**src/pkg/dcdma_pkg.sv**
```systemverilog
// Purpose: Shared constants, types and helpers of the two-channel DMA control block.
// Assumes: APB register access, one clock, a simple request/acknowledge memory port.
// Notes: Offsets are byte addresses within a 256-byte page, paddr[11:8] picks the page.
package dcdma_pkg;
	// ****************************************
	// Register map
	// ****************************************
	localparam logic [3:0] PAGE_GLOBAL = 4'h0;
	localparam logic [3:0] PAGE_CH0 = 4'h1;
	localparam logic [3:0] PAGE_CH1 = 4'h2;
	localparam logic [7:0] OFF_COMPLETION_STATUS = 8'h04;
	localparam logic [7:0] OFF_BUSY_STATUS = 8'h08;
	localparam logic [7:0] OFF_CHANNEL_MODE = 8'h00;
	localparam logic [7:0] OFF_SOURCE_ADDRESS = 8'h04;
	localparam logic [7:0] OFF_DESTINATION_ADDRESS = 8'h08;
	localparam logic [7:0] OFF_TRANSFER_COUNT = 8'h10;
	localparam logic [7:0] OFF_STATUS_CLEAR = 8'h14;
	// ****************************************
	// Field layout
	// ****************************************
	localparam int MODE_W = 7;
	localparam int REQUEST_SOURCE_SELECT_BIT = 0;
	localparam int SIZE_LSB = 1;
	localparam int SRC_INC_BIT = 3;
	localparam int DST_INC_BIT = 4;
	localparam int BURST_SELECT_BIT = 5;
	localparam int CHANNEL_MASK_BIT = 6;
	localparam int CNT_W = 17;
	localparam int FLAG_LSB = 0;
	localparam int REASON_LSB = 8;
	localparam int FAIL_LSB = 16;
	localparam logic [MODE_W-1:0] MODE_RST = 7'h00;
	localparam logic [1:0] SZ_BYTE = 2'h0;
	localparam logic [1:0] SZ_HALF = 2'h1;
	localparam logic [1:0] SZ_WORD = 2'h2;
	// ****************************************
	// Types
	// ****************************************
	typedef enum logic [2:0] {
		ST_IDLE = 3'b001,
		ST_READ = 3'b010,
		ST_WRITE = 3'b100
	} dcdma_st_t;
	typedef struct packed {
		logic [MODE_W-1:0] mode;
		logic [31:0] sad;
		logic [31:0] dad;
		logic [CNT_W-1:0] cnt;
		logic busy;
		logic flag;
		logic reason;
		logic fail;
		logic pend;
		logic clr;
		logic tc;
	} dcdma_chan_t;
	typedef struct packed {
		logic req;
		logic we;
		logic [1:0] size;
		logic [31:0] addr;
		logic [31:0] wdata;
	} dcdma_mreq_t;
	typedef struct packed {
		logic ack;
		logic err;
		logic [31:0] rdata;
	} dcdma_mrsp_t;
	typedef struct packed {
		dcdma_st_t st;
		logic cur;
		dcdma_chan_t [1:0] ch;
		logic [31:0] maddr;
		logic mwe;
		logic [1:0] msize;
		logic [31:0] mdata;
		logic [31:0] prdata;
		logic pslverr;
	} dcdma_state_t;
	typedef struct packed {
		logic [1:0] s1;
		logic [1:0] s2;
		logic [1:0] s3;
	} dcdma_sync_t;
	localparam dcdma_state_t STATE_RST = '{st: ST_IDLE, default: '0};
	// ****************************************
	// Helpers
	// ****************************************
	function automatic logic [31:0] step(input logic [1:0] sz);
		step = (sz == SZ_WORD) ? 32'h4 : (sz == SZ_HALF) ? 32'h2 : 32'h1;
	endfunction
	function automatic logic [31:0] align(input logic [31:0] a, input logic [1:0] sz);
		align = a & ~(step(sz) - 32'h1);
	endfunction
endpackage

```
**src/core/dcdma_req_sync.sv**
```systemverilog
// Purpose: Brings the two external request pins into the clock domain and finds rising edges.
// Assumes: Pins are asynchronous to ref_clk.
// Notes: The first stage feeds only the second stage.
`timescale 1ns/1ns
module dcdma_req_sync (
	// Clock and reset
	input wire logic ref_clk,
	input wire logic rst_n,
	// Pins
	input wire logic [1:0] async_in,
	// Synchronised view
	output logic [1:0] level_o,
	output logic [1:0] rise_o
);
	dcdma_pkg::dcdma_sync_t q, d;

	always_comb begin
		d.s1 = async_in;
		d.s2 = q.s1;
		d.s3 = q.s2;
	end

	always_ff @(posedge ref_clk) begin
		if (!rst_n) begin
			q <= '0;
		end else begin
			q <= d;
		end
	end

	assign level_o = q.s2;
	assign rise_o = q.s2 & ~q.s3;
endmodule // dcdma_req_sync

```
**src/core/dcdma_top.sv**
```systemverilog
// Purpose: Two-channel dual-address DMA sequencer with APB registers and request handshake.
// Assumes: Memory port answers with ack (and err) while req is held; APB3 without strobes.
// Notes: Channel 0 wins when both channels are ready in the same cycle.
// Contract
// - Mode bit 5 high: release bus after each transfer, await a new request.
// - Burst mode holds the bus until the count ends, an error, or a mask that suspends it.
// - Mode bit 0 picks external request pin or software requests.
// - External rising edge triggers; burst ignores the pin until the count ends.
// - Request-clear low means ready; requester raises only while low.
// - Cycle stealing raises request-clear after each transfer; final flag marks the end.
// - Burst raises request-clear and final flag together at the end.
// - Dropping the request never aborts; both outputs still rise.
// - Software mode requests continuously and restarts while its bit stays set.
// - No start while the completion flag is still set.
// - Count reached: stop, set completion, keep reason, interrupt only if unmasked.
// - Error on read or write stops, sets flag and reason, records cycle.
// - Mask during transfer suspends after the write, stays busy, resumes on release.
// - Completion flag sets whatever the mask; mask only gates the interrupt.
// - Busy is 1 while running or suspended, 0 after any termination.
// - Addresses: next after normal end or suspend, failing one after error, except the source is already next after a write error.
// - Count decrements only after a successful source read.
// - Any write to the status clear register clears flag, reason and cycle.
// - Each transfer reads the source, then writes the destination next.
// - Addresses advance by the transfer size when incrementing, else stay.
`timescale 1ns/1ns
module dcdma_top (
	// Clock and reset
	input wire logic ref_clk,
	input wire logic rst_n,
	// APB slave
	input wire logic psel,
	input wire logic penable,
	input wire logic pwrite,
	input wire logic [11:0] paddr,
	input wire logic [31:0] pwdata,
	output logic [31:0] prdata,
	output logic pready,
	output logic pslverr,
	// Memory master
	output dcdma_pkg::dcdma_mreq_t mem_o,
	input dcdma_pkg::dcdma_mrsp_t mem_i,
	output logic bus_own,
	// Request handshake
	input wire logic [1:0] transfer_request_in,
	output logic [1:0] request_clear_out,
	output logic [1:0] final_transfer_out,
	// Interrupt requests
	output logic [1:0] dma_irq
);
	dcdma_pkg::dcdma_state_t q, d;
	logic [1:0] req_lvl, req_rise, rdy;
	logic [31:0] rdv;
	logic c, wchi;

	// ****************************************
	// Request pins
	// ****************************************
	dcdma_req_sync u_sync (
		.ref_clk(ref_clk),
		.rst_n(rst_n),
		.async_in(transfer_request_in),
		.level_o(req_lvl),
		.rise_o(req_rise)
	);

	function automatic logic mapped(input logic [11:0] a);
		logic [7:0] o;
		o = a[7:0];
		if (a[11:8] == dcdma_pkg::PAGE_GLOBAL) begin
			mapped = (o == dcdma_pkg::OFF_COMPLETION_STATUS) || (o == dcdma_pkg::OFF_BUSY_STATUS);
		end else if (a[11:8] == dcdma_pkg::PAGE_CH0 || a[11:8] == dcdma_pkg::PAGE_CH1) begin
			mapped = (o == dcdma_pkg::OFF_CHANNEL_MODE) || (o == dcdma_pkg::OFF_SOURCE_ADDRESS) ||
				(o == dcdma_pkg::OFF_DESTINATION_ADDRESS) || (o == dcdma_pkg::OFF_TRANSFER_COUNT) ||
				(o == dcdma_pkg::OFF_STATUS_CLEAR);
		end else begin
			mapped = 1'b0;
		end
	endfunction

	// ****************************************
	// Next state
	// ****************************************
	always_comb begin
		d = q;
		rdv = '0;
		c = q.cur;
		wchi = (paddr[11:8] == dcdma_pkg::PAGE_CH1);
		// Software writes come first so that any hardware set in the same cycle wins.
		if (psel && penable && pwrite && mapped(paddr) && paddr[11:8] != dcdma_pkg::PAGE_GLOBAL) begin
			case (paddr[7:0])
				dcdma_pkg::OFF_CHANNEL_MODE: begin
					d.ch[wchi].mode = pwdata[dcdma_pkg::MODE_W-1:0];
				end
				dcdma_pkg::OFF_SOURCE_ADDRESS: begin
					d.ch[wchi].sad = pwdata;
				end
				dcdma_pkg::OFF_DESTINATION_ADDRESS: begin
					d.ch[wchi].dad = pwdata;
				end
				dcdma_pkg::OFF_TRANSFER_COUNT: begin
					d.ch[wchi].cnt = pwdata[dcdma_pkg::CNT_W-1:0];
				end
				dcdma_pkg::OFF_STATUS_CLEAR: begin
					d.ch[wchi].flag = 1'b0;
					d.ch[wchi].reason = 1'b0;
					d.ch[wchi].fail = 1'b0;
				end
				default: begin
				end
			endcase
		end
		for (int i = 0; i < 2; i++) begin
			if (!q.ch[i].mode[dcdma_pkg::REQUEST_SOURCE_SELECT_BIT] && req_rise[i] && !q.ch[i].clr) begin
				d.ch[i].pend = 1'b1;
			end
			if (q.ch[i].clr && !req_lvl[i]) begin
				d.ch[i].clr = 1'b0;
				d.ch[i].tc = 1'b0;
			end
			if (!q.ch[i].busy && !q.ch[i].mode[dcdma_pkg::CHANNEL_MASK_BIT] && !q.ch[i].flag && q.ch[i].cnt != '0) begin
				d.ch[i].busy = 1'b1;
			end
			rdy[i] = q.ch[i].busy && !q.ch[i].mode[dcdma_pkg::CHANNEL_MASK_BIT] &&
				(q.ch[i].mode[dcdma_pkg::REQUEST_SOURCE_SELECT_BIT] || q.ch[i].pend);
		end
		case (q.st)
			dcdma_pkg::ST_IDLE: begin
				if (rdy != 2'b00) begin
					c = !rdy[0];
					d.cur = c;
					d.st = dcdma_pkg::ST_READ;
					d.msize = q.ch[c].mode[dcdma_pkg::SIZE_LSB +: 2];
					d.maddr = dcdma_pkg::align(q.ch[c].sad, d.msize);
					d.mwe = 1'b0;
					if (q.ch[c].mode[dcdma_pkg::BURST_SELECT_BIT]) begin
						d.ch[c].pend = 1'b0;
					end
				end
			end
			dcdma_pkg::ST_READ: begin
				if (mem_i.ack && mem_i.err) begin
					d.st = dcdma_pkg::ST_IDLE;
					d.ch[c].busy = 1'b0;
					d.ch[c].flag = 1'b1;
					d.ch[c].reason = 1'b1;
					d.ch[c].fail = 1'b0;
					d.ch[c].pend = 1'b0;
					d.ch[c].clr = 1'b1;
					d.ch[c].tc = 1'b1;
				end else if (mem_i.ack) begin
					d.mdata = mem_i.rdata;
					d.ch[c].cnt = q.ch[c].cnt - 17'h1;
					if (q.ch[c].mode[dcdma_pkg::SRC_INC_BIT]) begin
						d.ch[c].sad = q.ch[c].sad + dcdma_pkg::step(q.msize);
					end
					d.maddr = dcdma_pkg::align(q.ch[c].dad, q.msize);
					d.mwe = 1'b1;
					d.st = dcdma_pkg::ST_WRITE;
				end
			end
			dcdma_pkg::ST_WRITE: begin
				if (mem_i.ack && mem_i.err) begin
					d.st = dcdma_pkg::ST_IDLE;
					d.ch[c].busy = 1'b0;
					d.ch[c].flag = 1'b1;
					d.ch[c].reason = 1'b1;
					d.ch[c].fail = 1'b1;
					d.ch[c].pend = 1'b0;
					d.ch[c].clr = 1'b1;
					d.ch[c].tc = 1'b1;
				end else if (mem_i.ack) begin
					if (q.ch[c].mode[dcdma_pkg::DST_INC_BIT]) begin
						d.ch[c].dad = q.ch[c].dad + dcdma_pkg::step(q.msize);
					end
					d.mwe = 1'b0;
					if (q.ch[c].cnt == '0) begin
						d.st = dcdma_pkg::ST_IDLE;
						d.ch[c].busy = 1'b0;
						d.ch[c].flag = 1'b1;
						d.ch[c].pend = 1'b0;
						d.ch[c].clr = 1'b1;
						d.ch[c].tc = 1'b1;
					end else if (q.ch[c].mode[dcdma_pkg::CHANNEL_MASK_BIT]) begin
						d.st = dcdma_pkg::ST_IDLE;
						d.ch[c].clr = q.ch[c].clr | q.ch[c].mode[dcdma_pkg::BURST_SELECT_BIT];
					end else if (!q.ch[c].mode[dcdma_pkg::BURST_SELECT_BIT]) begin
						d.st = dcdma_pkg::ST_READ;
						d.maddr = dcdma_pkg::align(q.ch[c].sad, q.msize);
					end else begin
						d.st = dcdma_pkg::ST_IDLE;
						d.ch[c].clr = 1'b1;
					end
				end
			end
			default: begin
				d.st = dcdma_pkg::ST_IDLE;
			end
		endcase
		// Read data is captured in the setup phase so the access phase needs no wait state.
		if (paddr[11:8] == dcdma_pkg::PAGE_GLOBAL) begin
			for (int i = 0; i < 2; i++) begin
				if (paddr[7:0] == dcdma_pkg::OFF_COMPLETION_STATUS) begin
					rdv[dcdma_pkg::FLAG_LSB + i] = q.ch[i].flag;
					rdv[dcdma_pkg::REASON_LSB + i] = q.ch[i].reason;
					rdv[dcdma_pkg::FAIL_LSB + i] = q.ch[i].fail;
				end else begin
					rdv[i] = q.ch[i].busy;
				end
			end
		end else begin
			case (paddr[7:0])
				dcdma_pkg::OFF_CHANNEL_MODE: begin
					rdv[dcdma_pkg::MODE_W-1:0] = q.ch[wchi].mode;
				end
				dcdma_pkg::OFF_SOURCE_ADDRESS: begin
					rdv = q.ch[wchi].sad;
				end
				dcdma_pkg::OFF_DESTINATION_ADDRESS: begin
					rdv = q.ch[wchi].dad;
				end
				dcdma_pkg::OFF_TRANSFER_COUNT: begin
					rdv[dcdma_pkg::CNT_W-1:0] = q.ch[wchi].cnt;
				end
				default: begin
				end
			endcase
		end
		if (psel && !penable) begin
			d.prdata = mapped(paddr) ? rdv : '0;
			d.pslverr = !mapped(paddr);
		end
	end

	always_ff @(posedge ref_clk) begin
		if (!rst_n) begin
			q <= dcdma_pkg::STATE_RST;
		end else begin
			q <= d;
		end
	end

	// ****************************************
	// Outputs
	// ****************************************
	assign prdata = q.prdata;
	assign pready = 1'b1;
	assign pslverr = q.pslverr & psel & penable;
	assign mem_o.req = (q.st != dcdma_pkg::ST_IDLE);
	assign mem_o.we = q.mwe;
	assign mem_o.size = q.msize;
	assign mem_o.addr = q.maddr;
	assign mem_o.wdata = q.mdata;
	assign bus_own = (q.st != dcdma_pkg::ST_IDLE);

	generate
		for (genvar g = 0; g < 2; g++) begin : g_ch
			assign request_clear_out[g] = q.ch[g].clr;
			assign final_transfer_out[g] = q.ch[g].tc;
			assign dma_irq[g] = q.ch[g].flag & ~q.ch[g].mode[dcdma_pkg::CHANNEL_MASK_BIT];
		end
	endgenerate

	// ****************************************
	// Checks
	// ****************************************
	property p_dual;
		@(posedge ref_clk) disable iff (!rst_n)
		(q.st == dcdma_pkg::ST_READ && mem_i.ack && !mem_i.err) |=> (q.st == dcdma_pkg::ST_WRITE && mem_o.we);
	endproperty
	a_dual: assert property (p_dual) else $error("Write did not follow a good read.");
	property p_cnt;
		@(posedge ref_clk) disable iff (!rst_n)
		(q.st == dcdma_pkg::ST_READ && mem_i.ack && !mem_i.err) |=> (q.ch[q.cur].cnt == $past(q.ch[q.cur].cnt) - 1);
	endproperty
	a_cnt: assert property (p_cnt) else $error("Count did not drop by one after a read.");
	property p_rd_err;
		@(posedge ref_clk) disable iff (!rst_n)
		(q.st == dcdma_pkg::ST_READ && mem_i.ack && mem_i.err) |=> (q.ch[q.cur].flag && q.ch[q.cur].reason &&
			!q.ch[q.cur].fail && !q.ch[q.cur].busy && $stable(q.ch[q.cur].cnt) && !bus_own);
	endproperty
	a_rd_err: assert property (p_rd_err) else $error("Read error not handled.");
	property p_wr_err;
		@(posedge ref_clk) disable iff (!rst_n)
		(q.st == dcdma_pkg::ST_WRITE && mem_i.ack && mem_i.err) |=> (q.ch[q.cur].fail && q.ch[q.cur].reason &&
			$stable(q.ch[q.cur].dad) && request_clear_out[q.cur] && final_transfer_out[q.cur]);
	endproperty
	a_wr_err: assert property (p_wr_err) else $error("Write error not handled.");
	property p_done;
		@(posedge ref_clk) disable iff (!rst_n)
		(q.st == dcdma_pkg::ST_WRITE && mem_i.ack && !mem_i.err && q.ch[q.cur].cnt == '0) |=>
			(q.ch[q.cur].flag && !q.ch[q.cur].busy && $stable(q.ch[q.cur].reason) &&
			request_clear_out[q.cur] && final_transfer_out[q.cur]);
	endproperty
	a_done: assert property (p_done) else $error("Normal end not handled.");
	property p_burst;
		@(posedge ref_clk) disable iff (!rst_n)
		(q.st == dcdma_pkg::ST_WRITE && mem_i.ack && !mem_i.err && q.ch[q.cur].cnt != '0 &&
			!q.ch[q.cur].mode[dcdma_pkg::CHANNEL_MASK_BIT] && !q.ch[q.cur].mode[dcdma_pkg::BURST_SELECT_BIT]) |=>
			(q.st == dcdma_pkg::ST_READ && bus_own && !request_clear_out[q.cur]);
	endproperty
	a_burst: assert property (p_burst) else $error("Burst released the bus.");
	property p_steal;
		@(posedge ref_clk) disable iff (!rst_n)
		(q.st == dcdma_pkg::ST_WRITE && mem_i.ack && !mem_i.err && q.ch[q.cur].cnt != '0 &&
			!q.ch[q.cur].mode[dcdma_pkg::CHANNEL_MASK_BIT] && q.ch[q.cur].mode[dcdma_pkg::BURST_SELECT_BIT]) |=>
			(!bus_own && request_clear_out[q.cur]);
	endproperty
	a_steal: assert property (p_steal) else $error("Cycle stealing kept the bus.");
	property p_suspend;
		@(posedge ref_clk) disable iff (!rst_n)
		(q.st == dcdma_pkg::ST_WRITE && mem_i.ack && !mem_i.err && q.ch[q.cur].cnt != '0 &&
			q.ch[q.cur].mode[dcdma_pkg::CHANNEL_MASK_BIT]) |=> (!bus_own && q.ch[q.cur].busy && !q.ch[q.cur].flag) [*2];
	endproperty
	a_suspend: assert property (p_suspend) else $error("Masked channel did not suspend.");
	property p_block;
		@(posedge ref_clk) disable iff (!rst_n)
		(q.st == dcdma_pkg::ST_IDLE && q.ch[0].flag && !q.ch[0].busy) |=> !(q.st == dcdma_pkg::ST_READ && !q.cur);
	endproperty
	a_block: assert property (p_block) else $error("Channel started with status set.");
	property p_src_inc;
		@(posedge ref_clk) disable iff (!rst_n)
		(q.st == dcdma_pkg::ST_READ && mem_i.ack && !mem_i.err && q.ch[q.cur].mode[dcdma_pkg::SRC_INC_BIT]) |=>
			(q.ch[q.cur].sad == $past(q.ch[q.cur].sad) + dcdma_pkg::step($past(q.msize)));
	endproperty
	a_src_inc: assert property (p_src_inc) else $error("Source address did not advance.");
	property p_irq_clear;
		@(posedge ref_clk) disable iff (!rst_n)
		(psel && penable && pwrite && paddr == {dcdma_pkg::PAGE_CH0, dcdma_pkg::OFF_STATUS_CLEAR} &&
			!(q.st == dcdma_pkg::ST_WRITE && mem_i.ack) && !(q.st == dcdma_pkg::ST_READ && mem_i.ack))
			|=> !dma_irq[0] && !q.ch[0].flag;
	endproperty
	a_irq_clear: assert property (p_irq_clear) else $error("Status clear left channel 0 flagged.");
endmodule // dcdma_top

```
**config.mk**
```make
export PLATFORM = sky130hd
export DESIGN_NAME = dcdma_top
export DESIGN_NICKNAME = d
export VERILOG_FILES = /design/src/pkg/dcdma_pkg.sv /design/src/core/dcdma_req_sync.sv /design/src/core/dcdma_top.sv
export SDC_FILE = /design/constraint.sdc
export NUM_CORES = 1
export LEC_CHECK = 0
export BUFFER_PORTS_ARGS = -buffer_cell sky130_fd_sc_hd__buf_2
export CORE_MARGIN = 2
export CORE_UTILIZATION = 44
export CTS_CLUSTER_DIAMETER = 80
export DETAILED_ROUTE_END_ITERATION = 12
export PLACE_DENSITY = 0.66
export REMOVE_ABC_BUFFERS = 1
export SYNTH_ARGS = -nofsm -noshare
export SYNTH_HDL_FRONTEND = slang
export SYNTH_SLANG_ARGS = --single-unit
```
**constraint.sdc**
```tcl
create_clock -name ref_clk -period 6.7 [get_ports ref_clk]
set_input_delay 0.335 -clock ref_clk [delete_from_list [all_inputs] [get_ports ref_clk]]
set_output_delay 0.335 -clock ref_clk [all_outputs]
set_load 0.03 [all_outputs]
```
==> results.toml, run 1 <==
[status]
violations = "negative hold slack"
outcome = "finished with violations"

[synthesis]
async_flop_share = 0
synth_top_area_share = 0.314
syn_inst = 2366
seq_area_frac_synth = 0.314
avgSynthCellArea_um2 = 8.09
synth_edf_count = 0
synth_top_area_cell = "dfxtp_1"
synth_cell_type_count = 104
syn-cell-area_mm2 = 0.0191
synth.area.top_cells = "dfxtp_1 (31%), mux2i_1 (7.0%), nand2_1 (6.2%)"
synth_flop_cell = "dfxtp_1"
yosysWarnings = 0
ys_ff_latch = 300

[global_routing]
grt_pass1_vias = 18038
grt_pass1_wl_um = 108000
grt_max_degree = 79
gr-total-overflow = 0
grtUsageTotal = 0.310
antenna_found_initial = 0

[critical_path]
worstPathArrival_ns = 4.63
cp-start-kind = "flip-flop"
reg2reg_to = "q[272]$_SDFF_PN0_"
crit_fanout = 53
r2r_cells = 8
end_kind = "flip-flop"
cp.required_ns = 7.11
critical_path_class = "reg2reg"
r2r_slack_ns = 2.48
timing.rr.start = "q[290]$_SDFFE_PN0P_"
crit_path_end = "q[272]$_SDFF_PN0_"
startpoint = "q[290]$_SDFFE_PN0P_"

[clocking]
cts_buffers = 37
path_clk_slew_ns = 0.06
cts_resized = 0
clock_path_buffers = 3
clock_sinks = 300
insertion_delay_ns = 0.57
cts_tree = "yes"
cts_root_buf = "clkbuf_16"
htreeDepth = 2

[power_and_ir_drop]
p_leak_uw = 0.00742
power.density_mw_per_mm2 = 189
peakVddDrop_mv = 0.176

[drt]
route.detailed.drc = 0
drt-total-wl_um = 71600
drt_iter0_drc = 2335
drtAntennaViolNets = 0
first_pass_iters = 8
via_per_inst = 6.44
vias = 19080
wire_per_inst_um = 24.2

[sta]
hold_viol = 1
hold_slack_ns = -0.000927
maxSlewHeadroom = 0.0684
finalSetupViolCount = 0
rsz0062_at_grt = "false"
period_share = 0.629
worst_pin_slew_ns = 1.39
min_period_ns = 4.22
fin_worst_skew_ns = 0.0208
fmax_mhz = 237
drv_slew = 0

[placed_design]
portBuffers = 192
placed_cells_incl_taps = 2894
gp_congestion = 0.977
dp.final_hpwl_um = 48300

[run]
max-cap-violations = 0

[finish]
nets = 2453
areaGrowthSynthToFinish_pct = 8.51
final_util = 0.483
layout_commonest_cell = "nand2_1"
instances_no_fill = 2965
n_antenna_cell = 0
drive_gt1_frac = 0.186
layout_common_cells = "nand2_1 (314), dfxtp_1 (299), a21oi_1 (215), buf_2 (192), nor2_1 (160)"

[die]
chipWidth_um = 213
core_mm2 = 0.0430
io_pins = 194
placementRows = 76
start_util = 0.446
die_h_um = 213
dieArea_mm2 = 0.0452

[min_path]
min_path_type = "in2reg"
min_path_cells = 2
-- state kept, by name, summed over array words and instances, names as in the netlist --
| name | cells |
|---|---|
| u_sync.level_o | 2 |
| q | 191 |
| u_sync.d | 2 |
| request_clear_out | 2 |
| final_transfer_out | 2 |
| u_sync.q | 2 |
| mem_o | 67 |
| prdata | 32 |
-- kinds of logic (layout without fill, tap and decap cells) --
group                    count (synthesis)  count (layout)  share of synthesized area
multiplexers                           225             225                      0.124
AO/OA/AOI/OAI                          673             673                      0.232
XOR/XNOR                                57              57                     0.0261
buffers and inverters                  309             323                     0.0901
adder cells (fa/ha/maj)                 13              13                    0.00928
flip-flops                             300             300                      0.314
other                                    1               1                   0.000196
AND/OR/NAND/NOR                        788             788                      0.205
-- synthesized netlist by cell type (33+ instances only) --
master      n
nor2_1    162
mux2i_1   133
o22ai_1    51
nand2_1   314
nand3_1    61
buf_2      39
mux2_2     92
a21oi_1   216
dfxtp_1   300
a22oi_1    33
o21ai_0   104
a211oi_1   77
nor3_1     42
clkbuf_1  113
buf_4     112
-- where the power goes --
group          switching [uW]  internal, uW  total (uW)
logic                     117          42.5         160
registers                1.42          1790        1790
clock network             849          1130        1980
total                     968          2950        3920
-- routing by layer --
metal / up-vias / GRT usage / routed length [um]
met4: 0 / 0.147 / 3400
met3: 214 / 0.0694 / 7590
li1: 8554 / - / -
met2: 1127 / 0.493 / 31900
met5: - / 0 / 0
met1: 9185 / 0.398 / 28700
-- worst min-delay path by stage --
| stage | end | start |
|---|---|---|
| floorplan | u_sync.level_o[0]$_SDFF_PN0_ | u_sync.d[2]$_SDFF_PN0_ |
| global placement | u_sync.level_o[0]$_SDFF_PN0_ | u_sync.d[2]$_SDFF_PN0_ |
| detailed placement | u_sync.level_o[0]$_SDFF_PN0_ | u_sync.d[2]$_SDFF_PN0_ |
| CTS | mem_o[24]$_SDFFE_PN0P_ | mem_i[24] |
| global route | u_sync.d[2]$_SDFF_PN0_ | transfer_request_in[0] |
| finish | u_sync.d[2]$_SDFF_PN0_ | transfer_request_in[0] |
-- critical path: stages (launching register included) --
cell	delay, ns
dfxtp_4	0.80
buf_4	0.69
buf_4	0.62
nand4_1	0.24
a22oi_2	0.35
nand3_2	0.35
or4_1	0.64
a21oi_1	0.17
a211oi_1	0.08
-- per-stage QoR --
stage / cell area [um2] / TNS [ns] / hold slack, ns / worst slack, ns / total power, uW
floorplan: 17500 / -5.42 / 0.412 / -0.166 / 1880
global placement: 19600 / 0 / 0.425 / 2.72 / 1980
detailed placement: 19600 / 0 / 0.424 / 2.60 / 1980
CTS: 20800 / 0 / 0.0000685 / 2.62 / 3940
global route: 20800 / 0 / 0.00797 / 2.28 / 4020
finish: 20800 / 0 / -0.000927 / 2.48 / 3920
-- cell type report --
type,instances,area (um2)
Fill cell,4236,22200
Multi-Input combinational cell,1757,11500
Sequential cell,300,6010
Timing Repair Buffer,237,1330
Clock buffer,49,1030
Tap cell,585,732
Clock inverter,15,125
Inverter,22,87.6
-- repair_timing --
action,CTS,global route
endpoints found under the hold margin,7,0
buffers inserted,0,0
hold buffers,7,0
No activity file was read; power rests on OpenSTA's default activity.
==> inputs of run 2 (changes only) <==
Settings changed: PLACE_DENSITY 0.66 to 0.69.
Clock period 6.7 ns to 3.8 ns, I/O delays scaled along.
==> run 2 against run 1 <==
- the run now ends clean
- sequential share of layout area fell by 1.1 points
- die area is the same
- setup slack worse by 2.2 ns
- combinational power grew 100%
- non-clock buffer count up 84
- sequential cell count is the same
- critical path depth did not move
- final cell count rose by 2.9%
- largest power group unchanged
- highest routed layer unchanged
==> results.toml, run 2 (synthesized netlist as in run 1, its figures left out) <==
[critical_path]
cpPeakStageDelay_ns = 0.76
crit_family = "simple AND/OR/NAND/NOR gates"
cp-start-kind = "flip-flop"
timing.rr.start = "q[290]$_SDFFE_PN0P_"
path_buf_inv = 0
r2r_slack_ns = 0.32
worstPathArrival_ns = 3.94
cp.required_ns = 4.26
reg2reg_to = "q[237]$_SDFF_PN0_"
startpoint = "q[290]$_SDFFE_PN0P_"
end_kind = "flip-flop"
cp.depth = 8
critical_path_class = "reg2reg"
crit_fanout = 20
cp_slowest_cell = "nor3_2"
path_cells = "mux2_2, ha_1, a21oi_1, nor3_2, and2_1, nand4_1, and3_1, a2111oi_2"
r2r_cells = 8

[power_and_ir_drop]
p_leak_uw = 0.00784
peakVddDrop_mv = 0.313
power.density_mw_per_mm2 = 326

[status]
outcome = "finished clean"

[placed_design]
dp.final_hpwl_um = 50600
gp_congestion = 0.953
placed_cells_incl_taps = 2935
portBuffers = 192

[run]
max-cap-violations = 0

[clocking]
htreeDepth = 2
cts_tree = "yes"
clock_path_buffers = 3
cts_resized = 0
cts_root_buf = "clkbuf_16"
cts_buffers = 38
path_clk_slew_ns = 0.06
clock_sinks = 300
insertion_delay_ns = 0.57

[die]
chipWidth_um = 213
io_pins = 194
core_mm2 = 0.0430
die_h_um = 213
placementRows = 76
dieArea_mm2 = 0.0452
start_util = 0.446

[drt]
first_pass_iters = 6
via_per_inst = 6.36
vias = 19399
route.detailed.drc = 0
wl_met3_um = 7110
routed.top_layer = "met4"
met2RoutedLength_um = 32700
drt_iter0_drc = 2459
drtAntennaViolNets = 0
wire_per_inst_um = 24.1
drt-total-wl_um = 73500
wl_met1_um = 30300

[finish]
areaGrowthSynthToFinish_pct = 12.7
final_util = 0.502
drive_gt1_frac = 0.196
largest_reg_flops = 191
regMostFlops = "q"
layout_common_cells = "nand2_1 (314), dfxtp_1 (299), a21oi_1 (215), buf_2 (192), nor2_1 (161)"
nets = 2538
layout_commonest_cell = "nand2_1"
instances_no_fill = 3050

[min_path]
min_from = "pwdata[26]"
min_path_cells = 3
hold_end = "q[245]$_SDFF_PN0_"
min_path_type = "in2reg"

[sta]
fmax_mhz = 287
fin_worst_skew_ns = 0.0304
period_share = 0.916
min_period_ns = 3.48
hold_slack_ns = 0.0181
hold_viol = 0
drv_slew = 0
maxSlewHeadroom = 0.252
finalSetupViolCount = 0
rsz0062_at_grt = "false"
worst_pin_slew_ns = 1.12

[global_routing]
grt_pass1_wl_um = 110000
grt_pass1_vias = 18228
grtUsageTotal = 0.316
grt_max_degree = 92
gr-total-overflow = 0
antenna_found_initial = 3
-- run 2: cell types whose count changed in the layout (fill, tap and decap cells not counted), sizes merged --
cell / previous run / this run
clkinvlp: 4 / 1
diode: 0 / 3
inv: 26 / 22
clkinv: 6 / 11
dlygate4sd3: 7 / 50
bufinv: 1 / 2
clkbuf: 49 / 48
buf: 230 / 271
-- run 2: worst reg2reg max path, stage by stage (launching register included) --
cell and delay [ns]:
dfxtp_4 0.56, mux2_2 0.41, ha_1 0.35, a21oi_1 0.13, nor3_2 0.76, and2_1 0.39
nand4_1 0.20, and3_1 0.24, a2111oi_2 0.32
-- run 2: layout make-up --
type,instances,area [um2]
Fill cell,4185,21400
Timing Repair Buffer,321,2090
Multi-Input combinational cell,1757,11500
Clock buffer,48,1060
Antenna cell,3,7.51
Inverter,22,87.6
Tap cell,585,732
Clock inverter,14,134
Sequential cell,300,6010
-- run 2: where the power goes --
part	leakage [uW]	switching (uW)	internal (uW)
logic	0.00482	216	107
registers	0.00242	2.48	3150
clock network	0.000597	1470	2090
total	0.00784	1690	5350
-- run 2: per-stage QoR --
step                power, uW  setup slack (ns)  setup TNS (ns)  instance area [um2]
floorplan                3310             -3.07         -437.97                17500
CTS                      7060             0.398               0                21600
global placement         3490             0.444               0                19900
global route             7210             0.194               0                21600
detailed placement       3490             0.400               0                19900
finish                   7040             0.321               0                21600
-- run 2: worst max path at each step --
stage                                        end
after floorplan           mem_o[32]$_SDFFE_PN0P_
after global placement         q[237]$_SDFF_PN0_
after detailed placement       q[237]$_SDFF_PN0_
after CTS                      q[237]$_SDFF_PN0_
after global routing           q[237]$_SDFF_PN0_
final                          q[237]$_SDFF_PN0_
-- run 2: metal layers --
| layer | GRT usage | vias to the layer above |
|---|---|---|
| met4 | 0.159 | 0 |
| met1 | 0.412 | 9279 |
| met3 | 0.0671 | 217 |
| met2 | 0.494 | 1169 |
| met5 | 0 | - |
| li1 | - | 8734 |
-- run 2: what timing repair did --
action | in CTS | in global routing
hold endpoints to repair | 60 | 0
buffers inserted | 0 | 0
hold buffers | 50 | 0
